==> config.mk <==
export PLATFORM = sky130hd
export DESIGN_NAME = tcs_regs
export DESIGN_NICKNAME = d
export VERILOG_FILES = /design/src/tcs_pkg.sv /design/src/tcs_regs.sv
export SDC_FILE = /design/constraint.sdc
export NUM_CORES = 2
export LEC_CHECK = 0
export ABC_CLOCK_PERIOD_IN_PS = 36100
export BUFFER_PORTS_ARGS = -buffer_cell sky130_fd_sc_hd__buf_4
export CORE_MARGIN = 2
export CORE_UTILIZATION = 55
export CTS_BUF_LIST = sky130_fd_sc_hd__clkbuf_8
export CTS_CLUSTER_SIZE = 20
export DETAILED_ROUTE_END_ITERATION = 8
export PLACE_DENSITY = 0.74
export SETUP_SLACK_MARGIN = 0.4
export SLEW_MARGIN = 20
export SYNTH_ARGS = -nofsm -noshare
export SYNTH_HDL_FRONTEND = slang
export SYNTH_SLANG_ARGS = --single-unit
==> constraint.sdc <==
create_clock -name core_clk -period 36.1 [get_ports core_clk]
set_input_delay 7.22 -clock core_clk [delete_from_list [all_inputs] [get_ports core_clk]]
set_output_delay 7.22 -clock core_clk [all_outputs]
set_load 0.01 [all_outputs]
==> src/tcs_pkg.sv <==
package tcs_pkg;

    // Process image bit positions of the control byte
    localparam int CTL_REG_BIT    = 7;  // Register mode select
    localparam int CTL_WRITE_BIT  = 6;  // Write direction in register mode
    localparam int CTL_COMP_BIT   = 6;  // Compensation enable in process mode
    localparam int CTL_GAIN_BIT   = 4;  // Gain calibration select
    localparam int CTL_OFFS_BIT   = 3;  // Offset calibration select
    localparam int CTL_FAST_BIT   = 2;  // Fast adjustment step period
    localparam int CTL_UP_BIT     = 1;  // Step value up
    localparam int CTL_DOWN_BIT   = 0;  // Step value down

    // Internal register indices and fields
    localparam logic [5:0]  IDX_TYPE_ID  = 6'h08;  // Type identifier, read only
    localparam logic [5:0]  IDX_FW_VER   = 6'h09;  // Firmware version, read only
    localparam logic [5:0]  IDX_UNLOCK   = 6'h1f;  // Unlock code word register
    localparam logic [5:0]  IDX_FEATURE  = 6'h20;  // Feature register
    localparam logic [5:0]  IDX_LIMIT1   = 6'h23;  // Limit value 1
    localparam logic [5:0]  IDX_LIMIT2   = 6'h24;  // Limit value 2
    localparam int          FEAT_LIM1_EN = 9;      // Feature bit: limit 1 active
    localparam int          FEAT_LIM2_EN = 10;     // Feature bit: limit 2 active
    localparam logic [15:0] UNLOCK_CODE  = 16'h1235;
    localparam logic [15:0] REG_RST_VAL  = 16'h0000;

    // Limit comparison encoding
    localparam logic [1:0] LIM_OFF   = 2'h0;
    localparam logic [1:0] LIM_BELOW = 2'h1;
    localparam logic [1:0] LIM_ABOVE = 2'h2;
    localparam logic [1:0] LIM_EQUAL = 2'h3;

    // Calibration step periods, in ms, and the clock in kHz
    localparam int unsigned CLK_KHZ      = 25000;
    localparam int unsigned STEP_SLOW_MS = 1000;
    localparam int unsigned STEP_FAST_MS = 50;
    localparam int unsigned STEP_SLOW_CYC = STEP_SLOW_MS * CLK_KHZ;
    localparam int unsigned STEP_FAST_CYC = STEP_FAST_MS * CLK_KHZ;

    // APB byte addresses
    localparam logic [11:0] APB_STATUS   = 12'h000;  // Last status and control bytes
    localparam logic [11:0] APB_CONFIG   = 12'h004;  // Error force and image enable
    localparam logic [11:0] APB_CAL      = 12'h008;  // Calibration state
    localparam logic [11:0] APB_REG_BASE = 12'h100;  // 64 words of internal registers
    localparam logic [1:0]  CONFIG_RST   = 2'h1;     // Image handling enabled

    // Image from the coupler and answer to it
    typedef struct packed {
        logic [7:0]  ctrl;       // Control byte, lowest byte of the channel
        logic [15:0] data_word;  // Output data word, high byte first
    } tcs_img_out_t;

    typedef struct packed {
        logic [7:0]  status;     // Status byte
        logic [15:0] data_word;  // Input data word, high byte first
    } tcs_img_in_t;

endpackage

==> src/tcs_regs.sv <==
`timescale 1ns/100ps
// How it works
// - Control bit7 chooses register or process mode
// - Bit6 zero reads, one writes register
// - Read places register value in input word
// - Write done only once acknowledgment returned
// - Six low bits address 64 registers
// - Status byte lowest, two data bytes follow
// - Read echoes control byte as status
// - Write answers address with bit7, bit6 cleared
// - Output word ignored on register read
// - Data word high byte first, low second
// - Process bit6 enables terminal compensation
// - Bit4 gain calibration, bit3 offset calibration
// - Bit2 picks step period; bits1/0 step
// - Calibration only after unlock code written
// - Permanent store only when code reset
// - Process status bit7 zero, bit6 error
// - Bits5:4 report limit 2 comparison
// - Bits3:2 report limit 1 comparison
// - Bit1 overrange, bit0 underrange
// - Register 9 returns firmware version ASCII
// - Register 8 returns type identifier
// - Registers protected except unlock code register; APB writes bypass the protection
module tcs_regs #(
    parameter int unsigned           STEP_SLOW = tcs_pkg::STEP_SLOW_CYC,  // Cycles per slow step
    parameter int unsigned           STEP_FAST = tcs_pkg::STEP_FAST_CYC,  // Cycles per fast step
    parameter logic [15:0]           TYPE_ID   = 16'h0100,                // Arbitrary value
    parameter logic [15:0]           FW_VER    = 16'h3030                 // Arbitrary value
) (
    // Clock and reset
    input  wire logic                 core_clk,
    input  wire logic                 sys_rst,
    // APB slave
    input  wire logic                 psel,
    input  wire logic                 penable,
    input  wire logic                 pwrite,
    input  wire logic [11:0]          paddr,
    input  wire logic [31:0]          pwdata,
    output logic      [31:0]          prdata,
    output logic                      pready,
    output logic                      pslverr,
    // Process image
    input  wire logic                 image_valid,
    input  wire tcs_pkg::tcs_img_out_t img_out,
    output tcs_pkg::tcs_img_in_t      img_in,
    // Converter side
    input  wire logic [15:0]          meas_value,
    input  wire logic                 meas_overrange,
    input  wire logic                 meas_underrange,
    input  wire logic                 meas_error,
    // Calibration side
    output logic                      comp_enable,
    output logic                      cal_gain,
    output logic                      cal_offset,
    output logic                      cal_step_up,
    output logic                      cal_step_down,
    output logic                      nv_store
);

    localparam int CW = 25;  // Step counter width

    // Refuse step periods the counter cannot hold
    if (STEP_SLOW < 1 || STEP_FAST < 1 || STEP_SLOW >= (1 << CW) || STEP_FAST >= (1 << CW)) begin : g_chk
        $error("tcs_regs: step period out of range");
    end

    logic [15:0]  regs_q [64];      // Internal register set
    logic [1:0]   config_q;         // Bit0 image enable, bit1 forced error
    logic [7:0]   status_q;         // Returned status byte
    logic [15:0]  in_word_q;        // Returned input data word
    logic [7:0]   ctrl_seen_q;      // Last control byte taken
    logic         comp_q;           // Compensation enable
    logic         gain_q;           // Gain calibration active
    logic         offs_q;           // Offset calibration active
    logic         fast_q;           // Fast step period chosen
    logic         up_q;             // Step up request
    logic         down_q;           // Step down request
    logic         up_pulse_q;       // Step up pulse
    logic         down_pulse_q;     // Step down pulse
    logic         store_q;          // Permanent store pulse
    logic [CW-1:0] step_cnt_q;      // Step period counter
    logic [31:0]  prdata_q;         // APB read data
    logic         pready_q;         // APB answer
    logic         pslverr_q;        // APB error answer

    // Decoded image and APB fields, derived flags
    logic         img_take;         // Image exchange taken this cycle
    logic         is_reg;           // Register mode
    logic         is_wr;            // Register write
    logic [5:0]   idx;              // Register index
    logic         unlocked;         // Unlock code present
    logic         img_wr_ok;        // Image write allowed
    logic [15:0]  rd_val;           // Value read at idx
    logic [1:0]   lim1, lim2;       // Limit comparisons
    logic         apb_done;         // APB access completes
    logic         apb_reg_hit;      // APB address in register window
    logic [5:0]   apb_idx;          // APB register index
    logic         apb_map;          // APB address mapped
    logic         cal_on;           // Some calibration active
    logic         r31_wr;           // Any write to unlock register
    logic [15:0]  r31_new;          // Value written there

    assign img_take    = image_valid && config_q[0];
    assign is_reg      = img_out.ctrl[tcs_pkg::CTL_REG_BIT];
    assign is_wr       = img_out.ctrl[tcs_pkg::CTL_WRITE_BIT];
    assign idx         = img_out.ctrl[5:0];
    assign unlocked    = (regs_q[tcs_pkg::IDX_UNLOCK] == tcs_pkg::UNLOCK_CODE);
    // Protected unless unlocked; identity registers never writable
    assign img_wr_ok   = (idx == tcs_pkg::IDX_UNLOCK || unlocked) &&
                         idx != tcs_pkg::IDX_TYPE_ID && idx != tcs_pkg::IDX_FW_VER;
    assign apb_done    = psel && penable && pready_q;
    assign apb_reg_hit = paddr[11:8] == tcs_pkg::APB_REG_BASE[11:8] && paddr[1:0] == 2'h0;
    assign apb_idx     = paddr[7:2];
    assign apb_map     = apb_reg_hit || paddr == tcs_pkg::APB_STATUS ||
                         paddr == tcs_pkg::APB_CONFIG || paddr == tcs_pkg::APB_CAL;
    assign cal_on      = gain_q || offs_q;

    // Identity registers override the store
    always_comb begin
        unique case (idx)
            tcs_pkg::IDX_TYPE_ID: rd_val = TYPE_ID;
            tcs_pkg::IDX_FW_VER:  rd_val = FW_VER;
            default:              rd_val = regs_q[idx];
        endcase
    end

    // Limit comparison, signed against process value
    always_comb begin
        lim1 = tcs_pkg::LIM_OFF;
        lim2 = tcs_pkg::LIM_OFF;
        if (regs_q[tcs_pkg::IDX_FEATURE][tcs_pkg::FEAT_LIM1_EN]) begin
            if ($signed(meas_value) < $signed(regs_q[tcs_pkg::IDX_LIMIT1])) lim1 = tcs_pkg::LIM_BELOW;
            else if ($signed(meas_value) > $signed(regs_q[tcs_pkg::IDX_LIMIT1])) lim1 = tcs_pkg::LIM_ABOVE;
            else lim1 = tcs_pkg::LIM_EQUAL;
        end
        if (regs_q[tcs_pkg::IDX_FEATURE][tcs_pkg::FEAT_LIM2_EN]) begin
            if ($signed(meas_value) < $signed(regs_q[tcs_pkg::IDX_LIMIT2])) lim2 = tcs_pkg::LIM_BELOW;
            else if ($signed(meas_value) > $signed(regs_q[tcs_pkg::IDX_LIMIT2])) lim2 = tcs_pkg::LIM_ABOVE;
            else lim2 = tcs_pkg::LIM_EQUAL;
        end
    end

    // Who writes the unlock register this cycle, image first
    always_comb begin
        r31_wr  = 1'b0;
        r31_new = regs_q[tcs_pkg::IDX_UNLOCK];
        if (img_take && is_reg && is_wr && idx == tcs_pkg::IDX_UNLOCK) begin
            r31_wr  = 1'b1;
            r31_new = img_out.data_word;
        end else if (!(img_take && is_reg && is_wr) && apb_done && pwrite && apb_reg_hit &&
                     apb_idx == tcs_pkg::IDX_UNLOCK) begin
            // Any image write blocks the bus write, as in the register set
            r31_wr  = 1'b1;
            r31_new = pwdata[15:0];
        end
    end

    // Register set; image write wins over APB in the same cycle
    always_ff @(posedge core_clk or posedge sys_rst) begin
        if (sys_rst) begin
            for (int i = 0; i < 64; i++) regs_q[i] <= tcs_pkg::REG_RST_VAL;
        end else if (img_take && is_reg && is_wr) begin
            if (img_wr_ok) regs_q[idx] <= img_out.data_word;
        end else if (apb_done && pwrite && apb_reg_hit) begin
            // Local firmware path, not subject to write protection
            regs_q[apb_idx] <= pwdata[15:0];
        end
    end

    // Answer to the coupler
    always_ff @(posedge core_clk or posedge sys_rst) begin
        if (sys_rst) begin
            status_q    <= 8'h00;
            in_word_q   <= 16'h0000;
            ctrl_seen_q <= 8'h00;
        end else if (img_take) begin
            ctrl_seen_q <= img_out.ctrl;
            if (is_reg && is_wr) begin
                // Acknowledge: address with register bit, write bit cleared
                status_q <= {1'b1, 1'b0, idx};
                // Input word is meaningless after a write; left as it was
            end else if (is_reg) begin
                status_q  <= img_out.ctrl;
                in_word_q <= rd_val;
            end else begin
                status_q  <= {1'b0, meas_error || config_q[1], lim2, lim1,
                              meas_overrange, meas_underrange};
                in_word_q <= meas_value;
            end
        end
    end

    // Process mode control bits; calibration needs the unlock code
    always_ff @(posedge core_clk or posedge sys_rst) begin
        if (sys_rst) begin
            comp_q <= 1'b0;
            gain_q <= 1'b0;
            offs_q <= 1'b0;
            fast_q <= 1'b0;
            up_q   <= 1'b0;
            down_q <= 1'b0;
        end else if (img_take && !is_reg) begin
            comp_q <= img_out.ctrl[tcs_pkg::CTL_COMP_BIT];
            gain_q <= img_out.ctrl[tcs_pkg::CTL_GAIN_BIT] && unlocked;
            offs_q <= img_out.ctrl[tcs_pkg::CTL_OFFS_BIT] && unlocked;
            fast_q <= img_out.ctrl[tcs_pkg::CTL_FAST_BIT];
            up_q   <= img_out.ctrl[tcs_pkg::CTL_UP_BIT];
            down_q <= img_out.ctrl[tcs_pkg::CTL_DOWN_BIT];
        end else if (!unlocked) begin
            // Relocking ends any calibration at once
            gain_q <= 1'b0;
            offs_q <= 1'b0;
        end
    end

    // Step timer: one step per period while calibrating
    always_ff @(posedge core_clk or posedge sys_rst) begin
        if (sys_rst) begin
            step_cnt_q   <= '0;
            up_pulse_q   <= 1'b0;
            down_pulse_q <= 1'b0;
        end else begin
            up_pulse_q   <= 1'b0;
            down_pulse_q <= 1'b0;
            if (!cal_on) begin
                step_cnt_q <= '0;
            end else if (step_cnt_q == '0) begin
                // Period reloaded from the current speed choice
                step_cnt_q   <= fast_q ? CW'(STEP_FAST - 1) : CW'(STEP_SLOW - 1);
                up_pulse_q   <= up_q;
                down_pulse_q <= down_q;
            end else begin
                step_cnt_q <= step_cnt_q - 1'b1;
            end
        end
    end

    // Store pulse when the code word is taken away
    always_ff @(posedge core_clk or posedge sys_rst) begin
        if (sys_rst) begin
            store_q <= 1'b0;
        end else begin
            store_q <= unlocked && r31_wr && r31_new != tcs_pkg::UNLOCK_CODE;
        end
    end

    // APB slave, one wait state; error on unmapped address
    always_ff @(posedge core_clk or posedge sys_rst) begin
        if (sys_rst) begin
            pready_q  <= 1'b0;
            pslverr_q <= 1'b0;
            prdata_q  <= 32'h0000_0000;
            config_q  <= tcs_pkg::CONFIG_RST;
        end else begin
            pready_q  <= psel && penable && !pready_q;
            pslverr_q <= psel && penable && !pready_q && !apb_map;
            if (psel && penable && !pready_q) begin
                if (apb_reg_hit) begin
                    unique case (apb_idx)
                        tcs_pkg::IDX_TYPE_ID: prdata_q <= {16'h0000, TYPE_ID};
                        tcs_pkg::IDX_FW_VER:  prdata_q <= {16'h0000, FW_VER};
                        default:              prdata_q <= {16'h0000, regs_q[apb_idx]};
                    endcase
                end else if (paddr == tcs_pkg::APB_STATUS) begin
                    prdata_q <= {16'h0000, ctrl_seen_q, status_q};
                end else if (paddr == tcs_pkg::APB_CONFIG) begin
                    prdata_q <= {30'h0, config_q};
                end else if (paddr == tcs_pkg::APB_CAL) begin
                    prdata_q <= {26'h0, unlocked, fast_q, offs_q, gain_q, comp_q, cal_on};
                end else begin
                    prdata_q <= 32'h0000_0000;
                end
            end
            if (apb_done && pwrite && paddr == tcs_pkg::APB_CONFIG) config_q <= pwdata[1:0];
        end
    end

    // Outputs straight from flip-flops
    assign img_in        = {status_q, in_word_q};
    assign prdata        = prdata_q;
    assign pready        = pready_q;
    assign pslverr       = pslverr_q;
    assign comp_enable   = comp_q;
    assign cal_gain      = gain_q;
    assign cal_offset    = offs_q;
    assign cal_step_up   = up_pulse_q;
    assign cal_step_down = down_pulse_q;
    assign nv_store      = store_q;

    // Helper: previous unlock state, for the calibration lock check
    logic        was_unlocked_q;
    always_ff @(posedge core_clk or posedge sys_rst) begin
        if (sys_rst) was_unlocked_q <= 1'b0;
        else         was_unlocked_q <= unlocked;
    end

    write_ack_a: assert property (@(posedge core_clk) disable iff (sys_rst)
        img_take && is_reg && is_wr |=> status_q == {2'h2, $past(idx)})
        else $error("write acknowledgment wrong");

    read_echo_a: assert property (@(posedge core_clk) disable iff (sys_rst)
        img_take && is_reg && !is_wr |=> status_q == $past(img_out.ctrl))
        else $error("read receipt not an echo");

    read_data_a: assert property (@(posedge core_clk) disable iff (sys_rst)
        img_take && is_reg && !is_wr |=> in_word_q == $past(rd_val))
        else $error("read data wrong");

    type_id_a: assert property (@(posedge core_clk) disable iff (sys_rst)
        img_take && img_out.ctrl == {2'h2, tcs_pkg::IDX_TYPE_ID} |=> in_word_q == TYPE_ID)
        else $error("type identifier wrong");

    proc_status_a: assert property (@(posedge core_clk) disable iff (sys_rst)
        img_take && !is_reg |=> !status_q[7] && status_q[1:0] == $past({meas_overrange, meas_underrange}))
        else $error("process status wrong");

    protect_a: assert property (@(posedge core_clk) disable iff (sys_rst)
        img_take && is_reg && is_wr && !unlocked && idx != tcs_pkg::IDX_UNLOCK
        |=> regs_q[$past(idx)] == $past(regs_q[idx]))
        else $error("protected register changed");

    cal_lock_a: assert property (@(posedge core_clk) disable iff (sys_rst)
        (gain_q || offs_q) |-> was_unlocked_q)
        else $error("calibration while locked");

    store_pulse_a: assert property (@(posedge core_clk) disable iff (sys_rst)
        store_q |-> $past(unlocked) && !unlocked ##1 !store_q)
        else $error("store pulse wrong");

    step_fast_a: assert property (@(posedge core_clk) disable iff (sys_rst)
        cal_on && fast_q && step_cnt_q == '0 && up_q |=> up_pulse_q)
        else $error("step pulse missing");

endmodule

==> flow_metrics.py <==
metrics = {
    "outcome": {
        "status": "finished, violations left",
        "violations": "DRC",
    },
    "power_and_ir_drop": {
        "internal_power_mw": 1.949,
        "p_sw_mw": 0.8337,
        "p_leak_nw": 32.79,
        "power_mw": 2.783,
        "comb_power_share_pct": 10.3,
        "max-vdd-ir-drop_mv": 0.04315,
        "p_seq_share_pct": 44.8,
        "power.density_mw_per_mm2": 37.06,
        "p_sw_share_pct": 29.96,
        "clkPwrFrac_pct": 44.9,
    },
    "cts": {
        "cts_hold_buf": 0,
        "clockBufferDepth": 3,
        "cts_tree": "yes",
        "post_cts_resized": 0,
        "clockRootBuffer": "clkbuf_8",
        "cts_sinks": 1110,
        "cts_setup_buffers": 0,
        "insertion_delay_ns": 1.06,
        "clkSlewWorstSetupHoldPaths_ns": 0.06,
        "htree_levels": 4,
        "numCtsBuffers": 192,
    },
    "die": {
        "dieArea_mm2": 0.1285,
        "die_w_um": 358.4,
        "rows": 130,
        "start_util_pct": 55.24,
        "io-pin-count": 157,
        "die_y_um": 358.4,
        "core_area_mm2": 0.1251,
    },
    "detailed_routing": {
        "vias": 67869,
        "avgViaCountPerCell": 8.540,
        "wirelength_um": 365500,
        "drc_errors": 35,
        "drtIter0Drc": 14256,
        "detail-route-antenna-nets": 0,
        "wl_per_cell_um": 45.99,
        "met1Wirelength_um": 118300,
        "route.top_layer_used": "met5",
        "firstDrtPassIters": 9,
        "dr_wl_met3_um": 68740,
        "wl_met2_um": 138600,
    },
    "global_route": {
        "grt_usage_pct": 55.89,
        "grt_pass1_vias": 62422,
        "grt_max_degree": 165,
        "antenna_found_initial": 44,
        "grt_overflow": 0,
        "grt_pass1_wl_um": 498800,
    },
    "critical_path": {
        "worstPathArrival_ns": 13.02,
        "critical-path-top-delay-family": "compound AO/OA/AOI/OAI gates",
        "end_kind": "register",
        "worstPathCellList": "buf_8 > buf_4 > buf_4 > nor2b_4 > buf_4 > buf_4 > a221oi_1 > a21oi_1 > o221ai_1 > a2111oi_2 > o21ai_0",
        "crit_top_cell": "buf_4",
        "crit_type": "input port to register",
        "crit_fanout": 50,
        "critPathRequiredTime_ns": 36.92,
        "cp-start-kind": "input port",
        "slowest_delay_ns": 1.21,
        "slowest_stage": "a2111oi_2",
        "critical_path_buf_inv_count": 5,
    },
    "cells_and_area": {
        "layout_common_cells": "dfrtp_1, o22ai_1, mux2_2, buf_4, mux4_2",
        "fin_util_pct": 60.03,
        "nets": 6229,
        "final_common_cell": "dfrtp_1",
        "final_cell_area_mm2": 0.07509,
        "finalNonFillerCells": 7947,
        "drive_above_1_share_pct": 30.63,
        "area_growth_pct": 8.684,
    },
    "timing": {
        "fin_crit_ns": 12.19,
        "slew_viol_final": 0,
        "slew_headroom_pct": 2.000,
        "hold_viol": 0,
        "layout_setup_ws_ns": 23.91,
        "tns_ns": 0,
        "skew_ns": 0.07947,
        "max_freq_ghz": 0.08200,
        "max_slew.worst_pin.slew_ns": 1.470,
        "finalCritPeriodShare_pct": 33.78,
        "hold_ws_ns": 0.4697,
        "setup_viol": 0,
        "rsz0062_at_grt": "no",
    },
    "synthesis": {
        "yosys.area_share.simple_pct": 6.433,
        "synth_top_area_cell": "dfrtp_1",
        "synth_mux_area_share_pct": 29.34,
        "syn_area_mm2": 0.06909,
        "yosys_warnings": 0,
        "yosysTopAreaCellShare_pct": 40.17,
        "synth_compound_area_share_pct": 18.32,
        "synthAdderAreaFrac_pct": 0.5976,
        "ys_seq_area_share_pct": 40.21,
        "synthCells": 6300,
        "synth_top_family_by_area": "multiplexers",
        "syn_area_per_cell_um2": 10.97,
        "synth-xor-area-share_pct": 0.2409,
        "synth-edff-count": 0,
        "synth_seq_cells": 1110,
        "synth_ff_type": "dfrtp_1",
        "synthArstFlopShare_pct": 100.0,
        "yosysUniqueCellTypes": 81,
        "netlist_top_cells_area": "dfrtp_1, mux2_2, o22ai_1",
    },
    "place": {
        "post-dp-hpwl_um": 232200,
        "gp_congestion": 1.116,
        "port_buffers": 124,
        "place_inst": 7555,
        "pre_cts_slack_ns": 23.20,
        "place_area_mm2": 0.07084,
    },
    "min_path": {
        "worstHoldPathType": "register to register",
    },
    "job": {
        "cap_violations": 0,
    },
}
[sequential cells by signal, summed over array words and instances, names as in the netlist, 2 cells and up]
signal / flops
config_q: 2
regs_q: 1024
prdata: 16
in_word_q: 16
step_cnt_q: 25
ctrl_seen_q: 8
status_q: 8
[worst paths after layout]
path / depth (start not counted) / end / slack (ns) / startpoint
worst max-delay path: 11 / in_word_q[12] / 23.91 / img_out[17]
worst max register to register: 9 / regs_q[379] / 31.15 / regs_q[518]
worst min-delay path: 2 / ctrl_seen_q[7] / 0.47 / ctrl_seen_q[7]
worst min register to register: 2 / ctrl_seen_q[7] / 0.47 / ctrl_seen_q[7]
max in group asynchronous: 8 / regs_q[881] / 24.29 / sys_rst
min in group asynchronous: 2 / regs_q[699] / 6.40 / sys_rst
[final cells by class]
type / count / area, µm²
Clock buffer: 246 / 3386
Antenna cell: 44 / 110.1
Timing Repair Buffer: 327 / 2594
Multi-Input combinational cell: 4432 / 38360
Fill cell: 10312 / 49990
Inverter: 40 / 153.9
Tap cell: 1650 / 2064
Clock inverter: 98 / 641.9
Sequential cell: 1110 / 27780
[layer usage]
metal	global-route usage (%)	vias to the layer above
li1	-	24413
met4	43.48	40
met5	4.519	-
met1	64.80	33487
met2	72.77	7651
met3	34.82	2278
[cell usage after synthesis (24+ instances only)]
master,count
inv_1,39
ha_1,33
a21oi_1,176
a22oi_1,122
buf_2,76
nor2_2,29
nand3_1,89
o22ai_1,1031
o221ai_1,24
a22o_1,33
nor2_1,270
dfrtp_1,1109
a31oi_1,109
buf_4,46
buf_1,49
mux4_2,272
clkbuf_1,538
mux2_1,187
o21ai_0,132
nand2_1,281
a221o_1,27
nor3_1,40
a221oi_1,137
mux2i_1,221
mux2_2,873
[worst register-to-register path: stages, from the launching register on]
cell      delay [ns]
dfrtp_1         0.49
nor4bb_1        0.32
nand4b_1        0.18
or4_4           0.69
a221oi_2        0.41
nor2_4          0.06
buf_4           0.44
buf_4           0.58
nor2_2          1.22
mux2_2          0.44
[power by group through the flow]
stage | combinational (mW) | sequential [mW] | clock (mW)
final | 0.287 | 1.25 | 1.25
after CTS | 0.261 | 1.25 | 1.23
after floorplan | 0.136 | 1.27 | 0
after global placement | 0.260 | 1.27 | 0
after global routing | 0.280 | 1.25 | 1.29
after detailed placement | 0.261 | 1.27 | 0
[logic make-up (layout without fill, tap and decap cells)]
logic type | after synthesis | in the layout
AO/OA/AOI/OAI | 1918 | 1918
multiplexers | 1553 | 1553
flip-flops | 1110 | 1110
AND/OR/NAND/NOR | 893 | 893
buffers and inverters | 773 | 711
adder cells (fa/ha/maj) | 33 | 33
XOR/XNOR | 19 | 19
other | 1 | 60
Power figures use the tool's default switching activity.
